==> config.mk <==
export PLATFORM = sky130hd
export DESIGN_NAME = rcs_clock_select
export DESIGN_NICKNAME = d
export VERILOG_FILES = /design/src/rcs_pkg.sv /design/src/rcs_clock_select.sv
export VERILOG_INCLUDE_DIRS = /design/src
export SDC_FILE = /design/constraint.sdc
export NUM_CORES = 1
export LEC_CHECK = 0
export ABC_AREA = 1
export BUFFER_PORTS_ARGS = -buffer_cell sky130_fd_sc_hd__buf_2
export CORE_MARGIN = 5
export CORE_UTILIZATION = 49
export CTS_CLUSTER_DIAMETER = 50
export DETAILED_ROUTE_END_ITERATION = 10
export PLACE_DENSITY = 0.9
export SLEW_MARGIN = 20
export SYNTH_ARGS = -nofsm -noshare
export SYNTH_HDL_FRONTEND = slang
export SYNTH_SLANG_ARGS = --single-unit
==> constraint.sdc <==
create_clock -name i_clk_sys -period 1.43 [get_ports i_clk_sys]
set_input_delay 0 -clock i_clk_sys [delete_from_list [all_inputs] [get_ports i_clk_sys]]
set_output_delay 0 -clock i_clk_sys [all_outputs]
set_load 0.01 [all_outputs]
==> src/rcs_defs.svh <==
// constants of the receive clock source selector
// Function
// - parallel clock at 1/20 or 1/10 bit rate
// - reclocker clock same or twice parallel clock
// - reclocker clock derived from recovered character clock
// - reset places all state in defined values
// - gate high enables all three detectors
// - any detector out, lock to training reference
// - no transition in 60 bits is violation
// - gate low uses only range controller
// - two-bit setting selects level trip threshold
// - force-local low locks to training reference
// - force-local low drives link fault low
// - force-local high recovers data subject detectors
// - parallel clock derived from recovered data alone
// - link fault on any of six conditions
`ifndef RCS_DEFS_SVH
`define RCS_DEFS_SVH
// register byte offsets
`define RCS_CTRL_OFS 12'h000
`define RCS_STATUS_OFS 12'h004
`define RCS_INT_STAT_OFS 12'h008
`define RCS_INT_EN_OFS 12'h00c
`define RCS_INT_CLR_OFS 12'h010
// control fields
`define RCS_CTRL_TRIP_LSB 0
`define RCS_CTRL_CHAN_EN_BIT 2
// reset values
`define RCS_CTRL_RST 3'h4
`define RCS_INT_EN_RST 3'h0
// interrupt bit positions
`define RCS_EV_TO_REF 0
`define RCS_EV_TO_DATA 1
`define RCS_EV_DENSITY 2
// timing counts in serial bits
`define RCS_DENSITY_LIMIT 6'h3c
`define RCS_BITS_PER_CHAR 4'ha
`define RCS_HALF_CHAR_BITS 4'h5
`endif

==> src/rcs_pkg.sv <==
// types of the receive clock source selector
package rcs_pkg;
    // lock source of the recovery pll
    typedef enum logic {RCS_SRC_REF, RCS_SRC_DATA} rcs_src_t;
    // apb slave phase
    typedef enum logic [1:0] {RCS_IDLE, RCS_ACCESS, RCS_DONE} rcs_apb_t;
endpackage

==> src/rcs_clock_select.sv <==
// receive clock source selector with apb registers and interrupt
`timescale 1ns/1ps
`default_nettype none
`include "rcs_defs.svh"
module rcs_clock_select (
    // clock and reset
    input wire logic i_clk_sys,
    input wire logic i_rstn,
    // pins from the outside world
    input wire logic i_detector_gate_enable,
    input wire logic i_force_local_ref_n,
    input wire logic i_rx_clock_rate_sel,
    input wire logic i_level_ok,
    input wire logic i_range_ok,
    input wire logic i_training_ref_present,
    input wire logic i_rx_bit,
    input wire logic i_bit_toggle,
    // apb slave
    input wire logic i_psel,
    input wire logic i_penable,
    input wire logic i_pwrite,
    input wire logic [11:0] i_paddr,
    input wire logic [31:0] i_pwdata,
    output logic o_pready,
    output logic o_pslverr,
    output logic [31:0] o_prdata,
    // clock and status outputs
    output logic o_rx_parallel_clock,
    output logic o_reclocker_clock_out,
    output rcs_pkg::rcs_src_t o_rx_recovery_pll_src,
    output logic o_link_fault_n,
    output logic [1:0] o_signal_level_trip_sel,
    output logic o_irq
);
    import rcs_pkg::*;

    localparam int NPIN = 8;
    // pin vector, all asynchronous to i_clk_sys
    logic [NPIN-1:0] pin_raw;
    logic [NPIN-1:0] pin_s1; // first stage, read only by pin_s2
    logic [NPIN-1:0] pin_s2; // usable synchronised level
    logic toggle_d; // previous synchronised bit toggle
    logic bit_tick; // one pulse per recovered serial bit
    logic gate, force_n, rate_sel, level_ok, range_ok, ref_ok, rx_bit;
    logic prev_bit; // last recovered bit value
    logic [5:0] run_len; // identical bits in a row
    logic density_ok;
    logic [3:0] bit_cnt; // bit position inside a character
    logic half_sel; // alternates each character
    logic [2:0] ctrl; // trip select and channel enable
    logic chan_en;
    logic [2:0] int_stat;
    logic [2:0] int_en;
    rcs_apb_t apb_st;
    logic acc_done; // access completes this edge
    logic use_ref; // combinational lock source decision
    logic fault; // combinational link fault
    logic [2:0] events;
    logic [2:0] clr_mask;

    assign pin_raw = {i_bit_toggle, i_rx_bit, i_training_ref_present, i_range_ok,
                      i_level_ok, i_rx_clock_rate_sel, i_force_local_ref_n, i_detector_gate_enable};

    // two flip-flop synchroniser per pin
    genvar g;
    generate
        for (g = 0; g < NPIN; g++) begin : g_sync
            always_ff @(posedge i_clk_sys) begin
                if (!i_rstn) begin
                    pin_s1[g] <= 1'b0;
                    pin_s2[g] <= 1'b0;
                end else begin
                    pin_s1[g] <= pin_raw[g];
                    pin_s2[g] <= pin_s1[g];
                end
            end
        end
    endgenerate

    assign gate = pin_s2[0];
    assign force_n = pin_s2[1];
    assign rate_sel = pin_s2[2];
    assign level_ok = pin_s2[3];
    assign range_ok = pin_s2[4];
    assign ref_ok = pin_s2[5];
    assign rx_bit = pin_s2[6];
    assign bit_tick = pin_s2[7] ^ toggle_d;
    assign chan_en = ctrl[`RCS_CTRL_CHAN_EN_BIT];

    // bit edge detect on the settled stage only
    always_ff @(posedge i_clk_sys) begin
        if (!i_rstn) begin
            toggle_d <= 1'b0;
        end else begin
            toggle_d <= pin_s2[7];
        end
    end

    // transition density: run of identical bits
    always_ff @(posedge i_clk_sys) begin
        if (!i_rstn) begin
            prev_bit <= 1'b0;
            run_len <= 6'h01;
        end else if (bit_tick) begin
            prev_bit <= rx_bit;
            if (rx_bit != prev_bit) begin
                run_len <= 6'h01; // a transition restarts the window
            end else if (run_len != `RCS_DENSITY_LIMIT) begin
                run_len <= run_len + 6'h01; // saturates at the limit
            end
        end
    end
    // 60 identical bits hold no transition
    assign density_ok = (run_len != `RCS_DENSITY_LIMIT);

    // lock source decision, re-evaluated every cycle
    always_comb begin
        if (!force_n) begin
            use_ref = 1'b1;
        end else if (gate) begin
            use_ref = !level_ok || !range_ok || !density_ok;
        end else begin
            use_ref = !range_ok;
        end
    end

    // link fault is the or of six conditions
    assign fault = !range_ok || !level_ok || !density_ok || !chan_en || !force_n || !ref_ok;

    // source and fault outputs registered, no latching so removal recovers
    always_ff @(posedge i_clk_sys) begin
        if (!i_rstn) begin
            o_rx_recovery_pll_src <= RCS_SRC_REF;
            o_link_fault_n <= 1'b0;
        end else begin
            o_rx_recovery_pll_src <= use_ref ? RCS_SRC_REF : RCS_SRC_DATA;
            o_link_fault_n <= !fault;
        end
    end

    // character clock from recovered bit ticks only
    always_ff @(posedge i_clk_sys) begin
        if (!i_rstn) begin
            bit_cnt <= 4'h0;
            half_sel <= 1'b0;
        end else if (bit_tick) begin
            if (bit_cnt == `RCS_BITS_PER_CHAR - 4'h1) begin
                bit_cnt <= 4'h0;
                half_sel <= !half_sel;
            end else begin
                bit_cnt <= bit_cnt + 4'h1;
            end
        end
    end

    // parallel clock: rate 1 half character rate, rate 0 character rate
    always_ff @(posedge i_clk_sys) begin
        if (!i_rstn) begin
            o_rx_parallel_clock <= 1'b0;
        end else if (rate_sel) begin
            o_rx_parallel_clock <= half_sel; // twenty bits per period
        end else begin
            o_rx_parallel_clock <= (bit_cnt < `RCS_HALF_CHAR_BITS); // ten bits per period
        end
    end

    // reclocker runs at character rate, same or twice the parallel clock
    // phase against the parallel clock is fixed, the inverse of it at rate 0
    always_ff @(posedge i_clk_sys) begin
        if (!i_rstn) begin
            o_reclocker_clock_out <= 1'b0;
        end else begin
            o_reclocker_clock_out <= (bit_cnt >= `RCS_HALF_CHAR_BITS);
        end
    end

    // apb phase: ready one cycle into the access phase
    always_ff @(posedge i_clk_sys) begin
        if (!i_rstn) begin
            apb_st <= RCS_IDLE;
        end else begin
            unique case (apb_st)
                RCS_IDLE: begin
                    if (i_psel && i_penable) begin
                        apb_st <= RCS_ACCESS;
                    end
                end
                RCS_ACCESS: begin
                    apb_st <= RCS_DONE;
                end
                RCS_DONE: begin
                    apb_st <= RCS_IDLE;
                end
                default: begin // fourth code is unused, fall back to idle
                    apb_st <= RCS_IDLE;
                end
            endcase
        end
    end
    assign acc_done = o_pready && i_psel && i_penable;

    // ready, error and read data registered
    always_ff @(posedge i_clk_sys) begin
        if (!i_rstn) begin
            o_pready <= 1'b0;
            o_pslverr <= 1'b0;
            o_prdata <= 32'h0;
        end else if (apb_st == RCS_IDLE && i_psel && i_penable) begin
            o_pready <= 1'b1;
            o_pslverr <= 1'b0;
            o_prdata <= 32'h0;
            case (i_paddr)
                `RCS_CTRL_OFS: o_prdata <= {29'h0, ctrl};
                `RCS_STATUS_OFS: o_prdata <= {24'h0, !fault, density_ok, range_ok, level_ok,
                                             rate_sel, gate, force_n, !use_ref};
                `RCS_INT_STAT_OFS: o_prdata <= {29'h0, int_stat};
                `RCS_INT_EN_OFS: o_prdata <= {29'h0, int_en};
                `RCS_INT_CLR_OFS: o_prdata <= 32'h0; // write only
                default: o_pslverr <= 1'b1; // unmapped address
            endcase
        end else begin
            o_pready <= 1'b0;
            o_pslverr <= 1'b0;
        end
    end

    // control and interrupt enable registers, writes take effect at the completing edge
    always_ff @(posedge i_clk_sys) begin
        if (!i_rstn) begin
            ctrl <= `RCS_CTRL_RST;
            int_en <= `RCS_INT_EN_RST;
        end else if (acc_done && i_pwrite) begin
            if (i_paddr == `RCS_CTRL_OFS) begin
                ctrl <= i_pwdata[2:0];
            end
            if (i_paddr == `RCS_INT_EN_OFS) begin
                int_en <= i_pwdata[2:0];
            end
        end
    end

    // trip threshold goes straight to the analog level detector
    always_ff @(posedge i_clk_sys) begin
        if (!i_rstn) begin
            o_signal_level_trip_sel <= 2'h0;
        end else begin
            o_signal_level_trip_sel <= ctrl[`RCS_CTRL_TRIP_LSB +: 2];
        end
    end

    // events: source changes and density loss
    assign events[`RCS_EV_TO_REF] = use_ref && (o_rx_recovery_pll_src == RCS_SRC_DATA);
    assign events[`RCS_EV_TO_DATA] = !use_ref && (o_rx_recovery_pll_src == RCS_SRC_REF);
    assign events[`RCS_EV_DENSITY] = bit_tick && rx_bit == prev_bit
                                     && run_len == `RCS_DENSITY_LIMIT - 6'h01;
    assign clr_mask = (acc_done && i_pwrite && i_paddr == `RCS_INT_CLR_OFS) ? i_pwdata[2:0] : 3'h0;

    // sticky status, a new event beats a clear in the same cycle
    always_ff @(posedge i_clk_sys) begin
        if (!i_rstn) begin
            int_stat <= 3'h0;
        end else begin
            int_stat <= (int_stat & ~clr_mask) | events;
        end
    end

    // level interrupt
    always_ff @(posedge i_clk_sys) begin
        if (!i_rstn) begin
            o_irq <= 1'b0;
        end else begin
            o_irq <= |(((int_stat & ~clr_mask) | events) & int_en);
        end
    end
endmodule // rcs_clock_select
`default_nettype wire

# Yosys cells after proc, flatten, opt, wreduce, memory -nomap -nowiden
# Cells that the tools add are included.
[word_totals]
regBits = 81
[op_classes]
n_eq_ne = 11
muxes = 13
bitwise = 6
add_sub_neg = 2
magnitude_cmp = 2
reduce_logical = 35
[ops]
columns = ["operator", "n"]
rows = [
  ["one-hot mux 8 bit (4 select lines)", 1],
  ["== test 12 x 4 -> 1 bit, second input constant", 2],
  ["== test 12 x 3 -> 1 bit, second input constant", 1],
  ["== test 12 x 5 -> 1 bit, second input constant", 1],
  ["logical NOT 12 bit", 1],
  ["2-to-1 mux 6 bit", 2],
  ["logical AND 1 bit", 11],
  ["AND reduction 2 bit", 5],
  ["logical NOT 1 bit", 9],
  ["adder 6 x 1 -> 6 bit, second input constant", 1],
  ["bitwise AND 3 bit", 2],
  ["== test 6 bit, second input constant", 1],
  ["2-to-1 mux 1 bit", 6],
  ["inequality test 6 bit, second input constant", 1],
  ["logical OR 1 bit", 5],
  ["OR reduction 5 bit", 1],
  ["adder 4 x 1 -> 4 bit, second input constant", 1],
  ["== test 4 bit, second input constant", 1],
  ["greater-or-equal comparator 4 x 3 -> 1 bit, second input constant", 1],
  ["< comparator 4 x 3 -> 1 bit, second input constant", 1],
  ["2-to-1 mux 4 bit", 1],
  ["one-hot mux 2 bit (2 select lines)", 1],
  ["2-to-1 mux 3 bit", 1],
  ["inverter 3 bit", 1],
  ["11 further kinds", 11],
]

# Depth between registers and ports, before layout
# Gate-level depths: netlist of the first run.
[logic_depth]
word_depth = 10
depth_mapped = 11

# Least setup slack after synthesis of the first run
# OpenSTA, ideal clock, no wires.
[synth_timing]
path_type = "register to register"
from = "reg run_len[0]"
to = "reg run_len[5]"
n_path_buf = 0
required_time_ns = 1.315
arrival_ns = 1.172
path_slack_ns = 0.142
path_stages_with_launch = 11
synth_period_minus_slack_ns = 1.288
cell_sequence = "dfxtp_1 > inv_1 > ha_1 > nand3_1 > nor2_1 > inv_1 > nand2_2 > nand2_4 > nand2_1 > o21bai_1 > and3_1"
[synth_between]
elab_chain_len = 3
word_cells_on_any_way = 6
classes_between = "add/sub: 1; eq/ne: 1; mux: 2; reduce/logical: 2"
[synth_rtl]
columns = ["item", "line_no", "text"]
rows = [
  ["start: declaration", "rcs_clock_select.sv:46", "logic [5:0] run_len;"],
  ["start signal: assignment", "rcs_clock_select.sv:109", "run_len <= run_len + 6'h01;"],
  ["adder 6 x 1 -> 6 bit or inequality test 6 bit (tied branches)", "-", ""],
  ["2-to-1 mux 6 bit or nonzero test 2 bit (tied branches)", "-", ""],
  ["2-to-1 mux 6 bit or AND reduction 2 bit (tied branches)", "-", ""],
]
# Several ways; a longest one is shown, not always the timed one. The select of a mux whose other input is x is not followed.
# A chain may end at the register's enable or synchronous reset.

# Worst setup path after layout of the first run
[layout_timing]
from = "reg run_len[1]"
to = "reg run_len[4]"
# The elaborated chain is that of the path after synthesis.

==> impl_metrics.ini, run 1 <==
[global_route]
number_of_global_route_vias_before_repair = 1910
globalRouteTotalUtil = 0.163
globalRouteOverflowTotal = 0
grt_antenna_before_repair = 0
first_pass_grt_wire_length_um = 8340
maximum_number_of_pins_on_one_net_before_global_route_repair = 20

[pwr]
seqPwrFrac = 0.474
finalPower_mw = 3.49
maximum_vdd_ir_drop_mv = 0.631
cell_internal_power_dissipation_mw = 2.69
switching_share = 0.228
power.density_nw_per_um2 = 1090
switchingPower_uw = 796
clock_power_share = 0.442
power_leakage_nw = 1.63
power.combinational.fraction = 0.084

[drt]
detail_route.iter0.violations = 204
dr_total_vias = 2260
highest-signal-layer = met4
met2_wirelength_um = 2630
firstDrtPassIters = 4
remaining_drc_errors = 0
vias_per_cell = 4.61
route.met3.wl_um = 424
route.final.wire_length_um = 5410
drt.antenna.violating_nets = 0
routed_wire_length_per_instance_um = 11.0
wirelength_met1_um = 2250

[die]
io_pins = 98
die-area_um2 = 6840
fp.dieW_um = 82.7
floorplan.die.height_um = 82.7
initial_core_util = 0.507
core_area_um2 = 5110
std_cell_rows = 26

[layout]
instances_no_fill = 490
most_common_library_cell_in_the_layout_ignoring_fill_and_taps = nand2_1
area_growth_pct = 24.0
final_cell_area_um2 = 3210
layout.cells.most_common_list = nand2_1 (72), dfxtp_1 (55), inv_1 (50)
nNetsFinal = 474
insertedDiodeCount = 0
fin_util = 0.629
drive_gt1_frac = 0.240

[worst_setup_path]
crit_path_required_time_ns = 1.71
timing.rr.end = run_len[4]
crit_path_start_kind = register
critical_path_arrival_ns = 1.66
critical_path.endpoint_type = register
crit_fanout = 5
regToRegSetupSlack_ns = 0.05
timing_worst_setup_path_type = register to register
timing.reg2reg.worst_path_depth = 11
start_of_the_worst_register_to_register_path = run_len[1]

[outcome]
status = finished, final reports clean

[timing]
report.final.slew_viol_count = 0
period_minus_slack_ns = 1.38
hold_slack_ns = 0.0299
achievable-frequency_mhz = 725
setup_violations = 0
clock-skew-final_ns = 0.00757
finalCritPeriodShare = 0.964
finalHoldViolations = 0

[synthesis]
yosys.area.top_type_share = 0.441
netlist_area_before_placement_um2 = 2590
synth_top_area_cells = dfxtp_1 (44%), nand2_1 (11%), inv_1 (7.7%)
synth_area_leader_cell = dfxtp_1
yosys_register_bits = 57
syn-instance-count = 346
yosys_warnings = 0
synth.distinct_cells = 33
syn_avg_cell_area_um2 = 7.48
synth.yosys.seq_area_share = 0.441

[placement]
place.detailed.hpwl_um = 3960
gp_routability_congestion = 0.879
placed_cell_area_um2 = 2820
place_inst = 459
numPortBuffers = 44

[hold_path]
timing.hold.worst.class = input port to register
worstHoldPathCells = 3
hold_path_end = pin_s1[5]
min_from = i_rstn

[clock_tree]
ctsRootBufferMaster = clkbuf_8
tritoncts = done
register_clock_pin_slew_on_the_reported_worst_setup_and_hold_paths_ns = 0.06
worstSkewPairLatency_ns = 0.34
clock_tree.htree_level_count = 3
clockBufferDepth = 2
number_of_buffers_added_by_the_clock_tree_synthesis_step = 9
numClockSinks = 57

[job]
max-cap-violations = 0
-- registers in the layout (all words and copies together), names as in the netlist, 2 cells and up --
register	cells
o_prdata	8
pin_s1	8
run_len	6
bit_cnt	4
ctrl	3
int_en	3
int_stat	3
apb_st	2
o_signal_level_trip_sel	2
-- worst max path at each step --
stage | slack (ns) | cells after the start | to | from
4_1_cts | 0.0009 | 9 | o_prdata[0] | run_len[0]
5_1_grt | -0.03 | 11 | run_len[4] | run_len[1]
3_5_place_dp | 0.001 | 9 | o_irq | run_len[0]
3_3_place_gp | 0.07 | 10 | run_len[5] | run_len[0]
6_report | 0.05 | 11 | run_len[4] | run_len[1]
2_1_floorplan | 0.14 | 10 | run_len[5] | run_len[0]
-- metal layers --
layer / up-vias / global-route usage
met4: 0 / 0.0980
met5: - / 0
li1: 1176 / -
met1: 993 / 0.202
met2: 83 / 0.255
met3: 8 / 0.0390
-- cell families (layout without fill, tap and decap cells) --
| kind of cell | count (synthesis) | after routing | share of synthesized area |
|---|---|---|---|
| compound gates | 46 | 46 | 0.101 |
| other cells | 1 | 24 | 0.00145 |
| xor+xnor | 2 | 2 | 0.00677 |
| fa+ha+maj | 2 | 2 | 0.00966 |
| simple gates | 151 | 151 | 0.275 |
| flops | 57 | 57 | 0.441 |
| buf+inv | 87 | 138 | 0.165 |
-- power groups by stage --
stage	registers, mW	logic, mW	clock network (mW)
CTS	1.65	0.275	1.57
detailed placement	1.68	0.250	0
global route	1.65	0.332	1.65
global placement	1.68	0.241	0
floorplan	1.68	0.209	0
finish	1.65	0.294	1.54
-- cells in the mapped netlist (all sizes together) --
cell    number
buf         27
xor2         2
nand4        8
nor2        31
or2          1
o211ai       1
nand3       23
nor4         1
and3         1
clkbuf       4
conb         1
inv         54
nand2       81
o21ai       18
ha           2
o32ai        1
dfxtp       57
a21oi       22
clkinv       2
o21bai       4
nor3         5
-- metrics by stage --
stage	TNS, ns	setup slack, ns
finish	0	0.0508
floorplan	0	0.142
global placement	0	0.0747
CTS	0	0.000913
global route	-0.0862	-0.0269
detailed placement	0	0.00110
-- worst max-delay path: stages, from the launching register on --
cell and delay [ns]:
dfxtp_2 0.33, inv_2 0.07, ha_4 0.13, nand3_2 0.09
nor2_2 0.13, inv_2 0.06, nand2_4 0.07, nand2_4 0.08
buf_4 0.14, nand4_1 0.07, nand2_1 0.07, nor2_1 0.07
-- final cells by class --
| class | count | area, µm² |
|---|---|---|
| Multi-Input combinational cell | 225 | 1150 |
| Timing Repair Buffer | 66 | 413 |
| Fill cell | 447 | 1900 |
| Inverter | 56 | 213 |
| Clock inverter | 2 | 35.0 |
| Clock buffer | 14 | 173 |
| Tap cell | 70 | 87.6 |
| Sequential cell | 57 | 1140 |
-- what timing repair did --
action	4_1_cts	5_1_grt
pin swaps	1	6
hold buffers	11	0
gates resized for setup	2	14
buffers inserted	0	4
hold endpoints to repair	14	0
endpoints found under the setup margin	2	8
Power figures use the tool's default switching activity.
==> inputs of run 2 (changes only) <==
CORE_MARGIN = 1.5   (was 5)
==> impl_metrics.ini, run 2 (same netlist as run 1, synthesis figures left out) <==
[outcome]
status = finished with violations
failed_checks = negative setup slack

[clock_tree]
clockBufferDepth = 2
ctsRootBufferMaster = clkbuf_8
numClockSinks = 57
register_clock_pin_slew_on_the_reported_worst_setup_and_hold_paths_ns = 0.07
tritoncts = done
worstSkewPairLatency_ns = 0.33
clock_tree.htree_level_count = 3
number_of_buffers_added_by_the_clock_tree_synthesis_step = 9

[drt]
remaining_drc_errors = 0
detail_route.iter0.violations = 202
route.final.wire_length_um = 5590
drt.antenna.violating_nets = 0
vias_per_cell = 4.70
dr_total_vias = 2323
routed_wire_length_per_instance_um = 11.3
firstDrtPassIters = 4

[placement]
numPortBuffers = 44
place_inst = 459
place.detailed.hpwl_um = 3720
gp_routability_congestion = 0.898

[timing]
grt_setup_unrepaired = true
postLayoutSetupSlackWorst_ns = -0.0000404
finalCritPeriodShare = 1.00
setup_violations = 1
period_minus_slack_ns = 1.43
report.final.slew_viol_count = 0
finalHoldViolations = 0
achievable-frequency_mhz = 699
clock-skew-final_ns = 0.00625

[layout]
fillerInstances = 443
layout.cells.most_common_list = nand2_1 (71), dfxtp_1 (55), inv_1 (48)
instances_no_fill = 494
insertedDiodeCount = 0
drive_gt1_frac = 0.269
largestRegisters = o_prdata x8, pin_s1 x8, run_len x6
nNetsFinal = 478
area_growth_pct = 28.5
most_common_library_cell_in_the_layout_ignoring_fill_and_taps = nand2_1

[worst_setup_path]
cell_type_of_the_slowest_stage_on_the_worst_timing_path = dfxtp_2
crit_fanout = 6
timing.rr.end = run_len[4]
critical_path.endpoint_type = register
crit_path_start_kind = register
cp.buffers_inverters = 2
timing.reg2reg.worst_path_depth = 11
regToRegSetupSlack_ns = -0.00004
worstPathCellList = inv_2 > ha_4 > nand3_4 > nor2_4 > inv_2 > nand2_4 > nand2_8 > nand3_4 > o21bai_1 > nand2_1 > nor2_1
start_of_the_worst_register_to_register_path = run_len[0]
critPathTopFamily = simple AND/OR/NAND/NOR gates
critical_path_arrival_ns = 1.71
crit_path_required_time_ns = 1.71
critical_path.max_stage_delay_ns = 0.34
timing_worst_setup_path_type = register to register

[die]
fp.dieW_um = 75.7
std_cell_rows = 26
initial_core_util = 0.507
floorplan.die.height_um = 75.7
io_pins = 98
die-area_um2 = 5730
core_area_um2 = 5110

[global_route]
grt_antenna_before_repair = 0
number_of_global_route_vias_before_repair = 2032
globalRouteTotalUtil = 0.202
maximum_number_of_pins_on_one_net_before_global_route_repair = 22
globalRouteOverflowTotal = 0
first_pass_grt_wire_length_um = 8570

[job]
max-cap-violations = 0

[pwr]
power.density_nw_per_um2 = 1100
power_leakage_nw = 1.66
maximum_vdd_ir_drop_mv = 0.806
finalPower_mw = 3.67

[hold_path]
timing.hold.worst.class = input port to register
min_from = i_rstn
worstHoldPathCells = 3
hold_path_end = pin_s1[6]
run 2: cell types whose count changed in the layout (fill, tap and decap cells not counted), moves of 2 or more:
cell,delta
buf_4,+4
clkbuf_1,-2
nand3_2,-2
nand3_4,+2
inv_2,+2
inv_1,-2
run 2: how the worst max path moves through the flow:
stage	cells past startpoint	endpoint	from
after floorplan	10	run_len[5]	run_len[0]
after global placement	10	run_len[5]	run_len[0]
after detailed placement	10	run_len[5]	run_len[0]
after CTS	11	run_len[4]	run_len[0]
after global routing	11	run_len[4]	run_len[0]
final	11	run_len[4]	run_len[0]
run 2: area by class of cell:
class / count / area, µm² / area share
multi-input combinational: 225 / 1210 / 0.364
sequential: 57 / 1140 / 0.344
timing repair buffer: 70 / 443 / 0.133
inverter: 56 / 213 / 0.0640
clock buffer: 11 / 151 / 0.0455
tap: 70 / 87.6 / 0.0263
clock inverter: 5 / 77.6 / 0.0233
run 2: timing repair:
action,CTS,global route
hold buffers,11,0
pin swaps,4,6
setup endpoints to repair,3,10
gates cloned,0,0
gates resized for setup,5,24
setup buffers,6,2
hold endpoints to repair,12,0
run 2: tightest hold or removal path, stage by stage:
cell     delay [ns]
buf_2          0.20
nand2_1        0.09
inv_1          0.03
run 2: per-stage QoR:
step	util	setup WS (ns)	TNS [ns]	hold slack, ns	area [µm²]
global route	0.651	-0.0446	-0.107	0.0275	3330
finish	0.651	-0.0000404	-0.0000404	0.0239	3330
CTS	0.631	0.00200	0	0.00711	3220
floorplan	-	0.142	0	0.0976	2680
detailed placement	0.552	0.00123	0	0.185	2820
global placement	0.552	0.0711	0	0.179	2820
run 2: metal layers:
metal	share of wire	track usage	routed length [µm]	up-vias
li1	-	-	-	1180
met1	0.42	0.241	2340	1046
met2	0.50	0.331	2780	82
met3	0.056	0.0622	312	15
met4	0.027	0.0952	152	0
met5	0	0	0	-
run 2: power by group:
| group | switching [mW] | leakage, nW | total, mW | internal [mW] |
|---|---|---|---|---|
| Clock | 0.622 | 0.115 | 1.69 | 1.07 |
| Combinational | 0.193 | 1.08 | 0.326 | 0.133 |
| Sequential | 0.0223 | 0.464 | 1.65 | 1.63 |
